### config.mk
export PLATFORM = sky130hd
export DESIGN_NAME = jhv_core
export DESIGN_NICKNAME = d
export VERILOG_FILES = /design/src/logic/jhv_pkg.sv /design/src/logic/jhv_core.sv
export SDC_FILE = /design/constraint.sdc
export NUM_CORES = 1
export LEC_CHECK = 0
export ABC_CLOCK_PERIOD_IN_PS = 1800
export BUFFER_PORTS_ARGS = -buffer_cell sky130_fd_sc_hd__buf_2
export CORE_UTILIZATION = 44
export CTS_CLUSTER_SIZE = 16
export DETAILED_ROUTE_END_ITERATION = 12
export GPL_TIMING_DRIVEN = 0
export HOLD_SLACK_MARGIN = 0.03
export MAX_ROUTING_LAYER = met4
export PLACE_DENSITY = 0.75
export SYNTH_ARGS = -nofsm -noshare
export SYNTH_HDL_FRONTEND = slang
export SYNTH_SLANG_ARGS = --single-unit
### constraint.sdc
create_clock -name clk_i -period 1.8 [get_ports clk_i]
set_clock_uncertainty 0.1 [all_clocks]
set_input_delay 0.36 -clock clk_i [delete_from_list [all_inputs] [get_ports clk_i]]
set_output_delay 0.36 -clock clk_i [all_outputs]
set_load 0.01 [all_outputs]
### src/logic/jhv_pkg.sv
package jhv_pkg;
  // wishbone word offsets (byte addresses)
  localparam logic [3:0] OFS_VECTOR  = 4'h0;
  localparam logic [3:0] OFS_DATA    = 4'h4;
  localparam logic [3:0] OFS_CONTROL = 4'h8;
  localparam logic [3:0] OFS_STATUS  = 4'hC;
  // control register fields
  localparam int CTL_IRQ_ALLOW   = 0;
  localparam int CTL_WAIT_CLOCK  = 1;
  localparam int CTL_END_OF_DATA = 2;
  localparam logic [7:0] CTL_RESET = 8'h00;
  // interrupt source codes in vector bits 5:2
  localparam logic [3:0] SRC_NONE    = 4'h0;
  localparam logic [3:0] SRC_EOF     = 4'h1;
  localparam logic [3:0] SRC_RESPONSE_BYTE_RECEIVED   = 4'h2;
  localparam logic [3:0] SRC_RXFULL  = 4'h3;
  localparam logic [3:0] SRC_TXEMPTY = 4'h4;
  localparam logic [3:0] SRC_ARBLOST = 4'h5;
  localparam logic [3:0] SRC_CRCERR  = 4'h6;
  localparam logic [3:0] SRC_INVALID = 4'h7;
  localparam logic [3:0] SRC_WAKEUP  = 4'h8;
  localparam int NUM_SRC = 8;
  localparam int VEC_LSB = 2;
  localparam logic [7:0] DATA_RESET = 8'h00;
  typedef enum logic [1:0] {PWR_RUN, PWR_WAIT, PWR_STOP} jhv_pwr_t;
endpackage

### src/logic/jhv_core.sv
// Added by the designer: the address map and the Wishbone register port.
`timescale 1ns/1ps
`default_nettype none
module jhv_core
  import jhv_pkg::*;
#(
  parameter int RESTART_CYCLES = 16
) (
  // clock and reset
  input  wire logic       clk_i,
  input  wire logic       rst_i,
  // wishbone slave
  input  wire logic       cyc_i,
  input  wire logic       stb_i,
  input  wire logic       we_i,
  input  wire logic [3:0] adr_i,
  input  wire logic [3:0] sel_i,
  input  wire logic [31:0] dat_i,
  output logic [31:0]     dat_o,
  output logic            ack_o,
  // byte-level link engine
  input  wire logic       rx_byte_valid_i,
  input  wire logic [7:0] rx_byte_i,
  input  wire logic       rx_is_ifr_i,
  input  wire logic       rx_eof_i,
  input  wire logic       rx_msg_ok_i,
  input  wire logic       rx_busy_i,
  input  wire logic       arb_lost_i,
  input  wire logic       crc_err_i,
  input  wire logic       symbol_err_i,
  input  wire logic       bus_active_i,
  input  wire logic       tx_active_i,
  input  wire logic       tx_byte_done_i,
  input  wire logic       tx_first_bit_i,
  output logic [7:0]      tx_shift_o,
  output logic            tx_load_o,
  output logic            tx_underrun_o,
  output logic            tx_allow_o,
  // cpu power control
  input  wire logic       wait_instr_i,
  input  wire logic       stop_instr_i,
  output logic            irq_o,
  output logic            nmi_o,
  output logic            wake_o
);
  import jhv_pkg::*;

  logic [7:0]      ctl_q;
  logic [7:0]      rx_shadow_q;
  logic [7:0]      tx_shadow_q;
  logic            tx_shadow_full_q;
  logic [NUM_SRC:1] pend_q;
  logic [3:0]      code;
  logic            vec_seen_q;
  logic [1:0]      vec_seen_src_q;
  jhv_pwr_t        pwr_q;
  logic            eof_seen_q;
  logic            stop_via_wait_q;
  logic            stop_in_rx_q;
  logic            stop_wake_q;
  logic            bus_prev_q;
  logic [$clog2(RESTART_CYCLES+1)-1:0] restart_q;
  logic            wake_set;
  logic            acc;
  logic            rd_vec;
  logic            rd_data;
  logic            wr_data;
  logic            wr_ctl;
  logic            eod_set;
  logic            underrun;

  assign acc     = cyc_i && stb_i && !ack_o;
  assign rd_vec  = acc && !we_i && adr_i == OFS_VECTOR;
  assign rd_data = acc && !we_i && adr_i == OFS_DATA;
  assign wr_data = acc && we_i && adr_i == OFS_DATA && sel_i[0];
  assign wr_ctl  = acc && we_i && adr_i == OFS_CONTROL && sel_i[0];
  assign eod_set = wr_ctl && dat_i[CTL_END_OF_DATA];
  // shifter finished, no new byte, frame not ended
  assign underrun = tx_byte_done_i && !tx_shadow_full_q && !ctl_q[CTL_END_OF_DATA]
                    && tx_active_i;

  always_comb begin
    code = SRC_NONE;
    for (int i = 1; i <= NUM_SRC; i++) begin
      if (pend_q[i]) begin
        code = 4'(i);
      end
    end
  end

  always_ff @(posedge clk_i) begin
    if (rst_i) begin
      ack_o <= 1'b0;
      dat_o <= 32'h0000_0000;
    end else begin
      ack_o <= acc;
      dat_o <= 32'h0000_0000;
      if (acc && !we_i) begin
        unique case (adr_i)
          // code shifted to bits 5:2, rest zero
          OFS_VECTOR:  dat_o <= {26'h000_0000, code, 2'b00};
          OFS_DATA:    dat_o <= {24'h00_0000, rx_shadow_q};
          OFS_CONTROL: dat_o <= {24'h00_0000, ctl_q};
          OFS_STATUS:  dat_o <= {28'h000_0000, tx_shadow_full_q, eof_seen_q, 2'(pwr_q)};
          default:     dat_o <= 32'h0000_0000;
        endcase
      end
    end
  end

  // control register; end-of-data self-clears when the frame ends
  always_ff @(posedge clk_i) begin
    if (rst_i) begin
      ctl_q <= CTL_RESET;
    end else if (wr_ctl) begin
      ctl_q <= dat_i[7:0];
    end else if (!tx_active_i && !tx_shadow_full_q) begin
      ctl_q[CTL_END_OF_DATA] <= 1'b0;
    end
  end

  // remember which service-needing source the last vector read reported
  always_ff @(posedge clk_i) begin
    if (rst_i) begin
      vec_seen_q     <= 1'b0;
      vec_seen_src_q <= 2'd0;
    end else if (rd_vec) begin
      vec_seen_q     <= 1'b1;
      vec_seen_src_q <= (code == SRC_TXEMPTY) ? 2'd2
                        : (code == SRC_RXFULL || code == SRC_RESPONSE_BYTE_RECEIVED) ? 2'd1 : 2'd0;
    end else if (rd_data || wr_data) begin
      vec_seen_q <= 1'b0;
    end
  end

  // pending flags; a set in the same cycle as its clear wins
  always_ff @(posedge clk_i) begin
    if (rst_i) begin
      pend_q <= '0;
    end else begin
      // read clears reported source other than data-service ones
      if (rd_vec && code != SRC_NONE && code != SRC_RXFULL && code != SRC_RESPONSE_BYTE_RECEIVED
          && code != SRC_TXEMPTY) begin
        pend_q[code] <= 1'b0;
      end
      if (rd_data && vec_seen_q && vec_seen_src_q == 2'd1) begin
        pend_q[SRC_RXFULL] <= 1'b0;
        pend_q[SRC_RESPONSE_BYTE_RECEIVED]  <= 1'b0;
      end
      // vector read then data write, or end-of-data
      if ((wr_data && vec_seen_q && vec_seen_src_q == 2'd2) || eod_set) begin
        pend_q[SRC_TXEMPTY] <= 1'b0;
      end
      if (rx_eof_i) pend_q[SRC_EOF] <= 1'b1;
      if (rx_byte_valid_i && !rx_is_ifr_i) pend_q[SRC_RXFULL] <= 1'b1;
      if (rx_byte_valid_i && rx_is_ifr_i) pend_q[SRC_RESPONSE_BYTE_RECEIVED] <= 1'b1;
      // empty after first bit of loaded byte
      if (tx_first_bit_i && !tx_shadow_full_q && !ctl_q[CTL_END_OF_DATA]) begin
        pend_q[SRC_TXEMPTY] <= 1'b1;
      end
      if (arb_lost_i) pend_q[SRC_ARBLOST] <= 1'b1;
      if (crc_err_i) pend_q[SRC_CRCERR] <= 1'b1;
      // aborted frame reads back as invalid symbol
      if (symbol_err_i || underrun) pend_q[SRC_INVALID] <= 1'b1;
      if (wake_set) pend_q[SRC_WAKEUP] <= 1'b1;
    end
  end

  // receive shadow
  always_ff @(posedge clk_i) begin
    if (rst_i) begin
      rx_shadow_q <= DATA_RESET;
    end else if (rx_byte_valid_i) begin
      rx_shadow_q <= rx_byte_i;
    end
  end

  // transmit shadow and shifter hand-off
  always_ff @(posedge clk_i) begin
    if (rst_i) begin
      tx_shadow_q      <= DATA_RESET;
      tx_shadow_full_q <= 1'b0;
      tx_shift_o       <= DATA_RESET;
      tx_load_o        <= 1'b0;
    end else begin
      tx_load_o <= 1'b0;
      // move shadow into shifter when the byte is done
      if (tx_byte_done_i && tx_shadow_full_q) begin
        tx_shift_o       <= tx_shadow_q;
        tx_load_o        <= 1'b1;
        tx_shadow_full_q <= 1'b0;
      end
      if (wr_data) begin
        tx_shadow_q      <= dat_i[7:0];
        tx_shadow_full_q <= 1'b1;
      end
    end
  end

  // underrun: stop driving after two extra ones past the byte boundary
  always_ff @(posedge clk_i) begin
    if (rst_i) begin
      tx_underrun_o <= 1'b0;
    end else if (underrun) begin
      // engine appends two ones then releases the bus
      tx_underrun_o <= 1'b1;
    end else if (!tx_active_i) begin
      tx_underrun_o <= 1'b0;
    end
  end

  always_ff @(posedge clk_i) begin
    if (rst_i) begin
      eof_seen_q <= 1'b0;
    end else if (rx_eof_i) begin
      eof_seen_q <= 1'b1;
    end else if (rx_busy_i) begin
      eof_seen_q <= 1'b0;
    end
  end

  always_ff @(posedge clk_i) begin
    if (rst_i) begin
      bus_prev_q <= 1'b0;
    end else begin
      bus_prev_q <= bus_active_i;
    end
  end

  // power-mode machine
  always_ff @(posedge clk_i) begin
    if (rst_i) begin
      pwr_q           <= PWR_RUN;
      stop_via_wait_q <= 1'b0;
      stop_in_rx_q    <= 1'b0;
      restart_q       <= '0;
      wake_set        <= 1'b0;
      stop_wake_q     <= 1'b0;
    end else begin
      wake_set    <= 1'b0;
      stop_wake_q <= 1'b0;
      if (restart_q != '0) restart_q <= restart_q - 1'b1;
      unique case (pwr_q)
        PWR_RUN: begin
          // stop, or wait with wait-clock-mode set
          if (stop_instr_i || (wait_instr_i && ctl_q[CTL_WAIT_CLOCK])) begin
            pwr_q           <= PWR_STOP;
            stop_via_wait_q <= !stop_instr_i && eof_seen_q;
            stop_in_rx_q    <= rx_busy_i;
          end else if (wait_instr_i) begin
            pwr_q <= PWR_WAIT;
          end
        end
        PWR_WAIT: begin
          if (rx_msg_ok_i) begin
            pwr_q    <= PWR_RUN;
            wake_set <= 1'b1;
          end
        end
        PWR_STOP: begin
          // passive-to-active edge only, also when stopped mid-frame
          if (bus_active_i && !bus_prev_q) begin
            pwr_q       <= PWR_RUN;
            wake_set    <= 1'b1;
            stop_wake_q <= 1'b1;
            // clean byte only after eof-prior wait entry
            restart_q <= stop_via_wait_q ? '0
                         : ($clog2(RESTART_CYCLES+1))'(RESTART_CYCLES);
          end
        end
        default: pwr_q <= PWR_RUN;
      endcase
    end
  end

  // outputs
  always_ff @(posedge clk_i) begin
    if (rst_i) begin
      irq_o      <= 1'b0;
      nmi_o      <= 1'b0;
      wake_o     <= 1'b0;
      tx_allow_o <= 1'b0;
    end else begin
      // maskable request gated by irq allow
      irq_o  <= ctl_q[CTL_IRQ_ALLOW] && pend_q != '0;
      // stop wake-up is non-maskable
      // every stop wake-up pulses it, held on through a clock restart
      nmi_o  <= stop_wake_q || (nmi_o && restart_q != '0);
      wake_o <= wake_set;
      // no drive in wait or stop; nor during clock restart
      // muted in the very cycle the underrun is flagged
      tx_allow_o <= pwr_q == PWR_RUN && restart_q == '0 && !stop_wake_q
                    && !underrun && !tx_underrun_o;
    end
  end
endmodule
`default_nettype wire

==> metrics.md <==
| Metric | Value |
|---|---|
| Met3 capacity usage during global routing | 0.0577 |
| # H-tree levels | 3 |
| Distinct cell type count after synthesis | 53 |
| Clock tree from TritonCTS | yes |
| R2R depth | 5 |
| Number of buffers added by the clock tree synthesis step | 9 |
| Total number of vias | roughly 2600 |
| Most frequent cells in the layout | 71 x sky130_fd_sc_hd__dfxtp_1, 58 x sky130_fd_sc_hd__buf_2, 53 x sky130_fd_sc_hd__nor2_1 |
| Deepest clock path buffer count | 2 |
| Die Outline Area | 0.00739 mm² |
| Wire length of the first global-routing pass | ~11000 µm |
| Crit path from | pwr_q[1] |
| Core footprint | roughly 0.0068 mm² |
| Maximum fanout along the worst path | 4 |
| Biggest area consumer among synthesized cells | sky130_fd_sc_hd__dfxtp_1 |
| Cell at the root of the clock tree | sky130_fd_sc_hd__clkbuf_8 |
| Number of standard-cell rows in the floorplan | 30 |
| GPL Wtd Cong | approximately 0.84 |
| Launching point of the worst reg2reg path | pwr_q[1] |
| Portion of synthesized cell area occupied by the leading cell type | 0.458 |
| Average wire length per cell after detail routing | roughly 13 µm |
| Die outline height | ~86 µm |
| Overflow left after global routing | 0 |
| Starting utilization of the core area | 0.457 |
| Finished layout cell area | 0.00380 mm² |
| Setup repair after global routing missed its margin | no |
| Post-DP HPWL | around 5200 µm |
| Final WL | 6990 µm |
| Placed cell areas | 0.00360 mm² |
| Relative slew margins | 0.511 |
| Result of the run | finished, final reports clean |
| Gate count of the mapped netlist | roughly 340 |
| Post-detailed-route DRC marker count | 0 |
| Transition time of the tightest slew-check pin | between 0.7 and 0.8 ns |
| Most common cell after layout, fill and taps aside | sky130_fd_sc_hd__dfxtp_1 |
| Largest cells by area after synthesis | sky130_fd_sc_hd__dfxtp_1 46%, sky130_fd_sc_hd__mux2i_1 8.1%, sky130_fd_sc_hd__nor2_1 6.4% |
| Layout cell share with drive strength beyond 1 | 0.266 |
| Max-Cap Viols | 0 |
| Total power consumption of the routed design | between 3000 and 4000 µW |
| Fraction of the yosys area taken by sequential cells | 0.458 |
| Number of buffers inserted by hold repair at cts | 0 |
| Post_cts resized | 1 |
| Met2 global-route usage | 0.334 |
| Via count of the first global-routing pass | 2418 |
| Min Hold Slack | 0.138 ns |
| Length of the first detailed-routing pass in iterations | 4 |
| Top flip-flop cell by instance count after synthesis | sky130_fd_sc_hd__dfxtp_1 |
| Maximum number of pins on one net before global-route repair | 13 |
| Time the worst path needs with I/O delays and setup | approximately 1.7 ns |
| Worst voltage drop across the vdd grid | 620 µV |
| Total number of nets in the final design | ~500 |
| Final Worst Setup Slack | approximately 0.11 ns |
| Clock Latency Late Sink | 0.34 ns |
| Final setup violation count | 0 |
| Netlist Area Pre-Place | between 0.003 and 0.004 mm² |
| Launching element type of the critical path | register |
| Layout Area Growth over Synthesis | 22.5% |
| Yosys warnings | 0 |
| Number of enable-type register cells in the synthesized netlist | 0 |
| Number of buffer cells added on primary ports | 58 |
| Total Routing Usage GR | 0.208 |
| Pleak | 0.00167 µW |
| Type of destination of the critical path | register |
| Critical hold path startpoint | arb_lost_i |
| Number of buffers inserted to repair setup after CTS | 0 |
| Number of sinks driven by the clock tree | 71 |
| Antenna Nets Post-Route | 0 |
| Boundary Pins | 114 |
| DR vias/cell | 4.84 |
| Iter 0 DRT Violations | about 140 |
| Max frequency | 592 MHz |
| Hold Path Depth | 3 |
| Count of state elements after synthesis | roughly 70 |
| Async set or reset register ratio after synthesis | 0 |
| Power per cell area | roughly 940 mW/mm² |
| Sum of negative setup slack | 0 ns |
| Fin. max-slew vios | 0 |
| Layer with the highest usage | met2 |
| Worst Path Arrival | roughly 1.9 ns |
| Tightest Hold Check Type | primary input to register |
| Final cycle utilization of the critical path | 0.938 |
| Average cell area after synthesis | ~9.2 µm² |
| Critical Setup Path Class | register to register |
| Antenna violations before repair | 0 |
| Width of the die | about 86 µm |
| Global-route track usage on met1 | 0.258 |
| Fin. Hold Viols | 0 |
| Worst slack at placement | -0.00933 ns |
| Required time worst endpoint | 1.97 ns |
| Number of antenna repair diodes | 0 |
| Clock edge transition at the registers on the reported setup and hold paths | 0.08 ns |
[through the flow]
step | utilization | cells
2_1_floorplan | - | 359
3_3_place_gp | 0.530 | 513
3_5_place_dp | 0.530 | 513
4_1_cts | 0.559 | 528
5_1_grt | 0.559 | 528
6_report | 0.559 | 528
[metal layers]
metal  up-vias  part of all wire
li1       1290                 -
met1      1177              0.46
met2        85              0.47
met3         5             0.061
met4         0            0.0079
met5         -                 0
[layout make-up]
| class | instances | area, µm² |
|---|---|---|
| inverter | 13 | 48.8 |
| multi-input combinational | 237 | 1460 |
| tap | 96 | 120 |
| timing repair buffer | 58 | 290 |
| sequential | 71 | 1420 |
| clock inverter | 5 | 58.8 |
| buffer | 38 | 267 |
| clock buffer | 10 | 138 |
| fill | 610 | 2990 |
[synth_stat cells, drive strengths merged (2+ instances only)]
library cell / number
or3: 3
nand2b: 4
o31ai: 2
nand2: 19
a22oi: 8
a211oi: 2
nor2: 53
nor2b: 8
ha: 4
buf: 30
inv: 13
dfxtp: 71
a21oi: 27
or2: 2
or4b: 2
nand4b: 2
o21ai: 4
and3: 2
mux2i: 25
nand3b: 3
a22o: 2
mux2: 4
nand3: 11
clkbuf: 8
xnor2: 3
nor3: 3
[worst paths after layout]
path / end / slack [ns]
worst min-delay path: pend_q[5] / 0.14
worst min register to register: tx_shift_o[0] / 0.36
worst max-delay path: stop_via_wait_q / 0.11
worst max register to register: stop_via_wait_q / 0.11
[registers in the layout, indices dropped and copies added (netlist names), 2 cells and up]
register,count
vec_seen_src_q,2
restart_q,5
ctl_q,8
rx_shadow_q,8
tx_shadow_q,8
pend_q,8
tx_shift_o,8
pwr_q,2
dat_o,8
[power by group]
part / switching, µW / internal (µW) / total (µW)
Clock: 582 / 669 / 1250
Combinational: 308 / 293 / 601
Sequential: 57.6 / 1650 / 1710
Total: 947 / 2620 / 3560
[worst max-delay path, cell delays in order (launching register included)]
cell,delay (ns)
sky130_fd_sc_hd__dfxtp_1,0.33
sky130_fd_sc_hd__inv_1,0.10
sky130_fd_sc_hd__ha_1,0.23
sky130_fd_sc_hd__inv_1,0.09
sky130_fd_sc_hd__or4b_2,0.63
sky130_fd_sc_hd__a21oi_1,0.15
[cells by family (layout without fill, tap and decap cells)]
family	count (synthesis)	count (layout)	share of synthesized area
flops	71	71	0.458
other cells	1	24	0.00121
fa+ha+maj	4	4	0.0161
compound gates	55	55	0.112
mux	29	29	0.0952
buf+inv	51	124	0.102
xor+xnor	3	3	0.00847
simple gates	122	122	0.207
No activity file was read; power rests on OpenSTA's default activity.
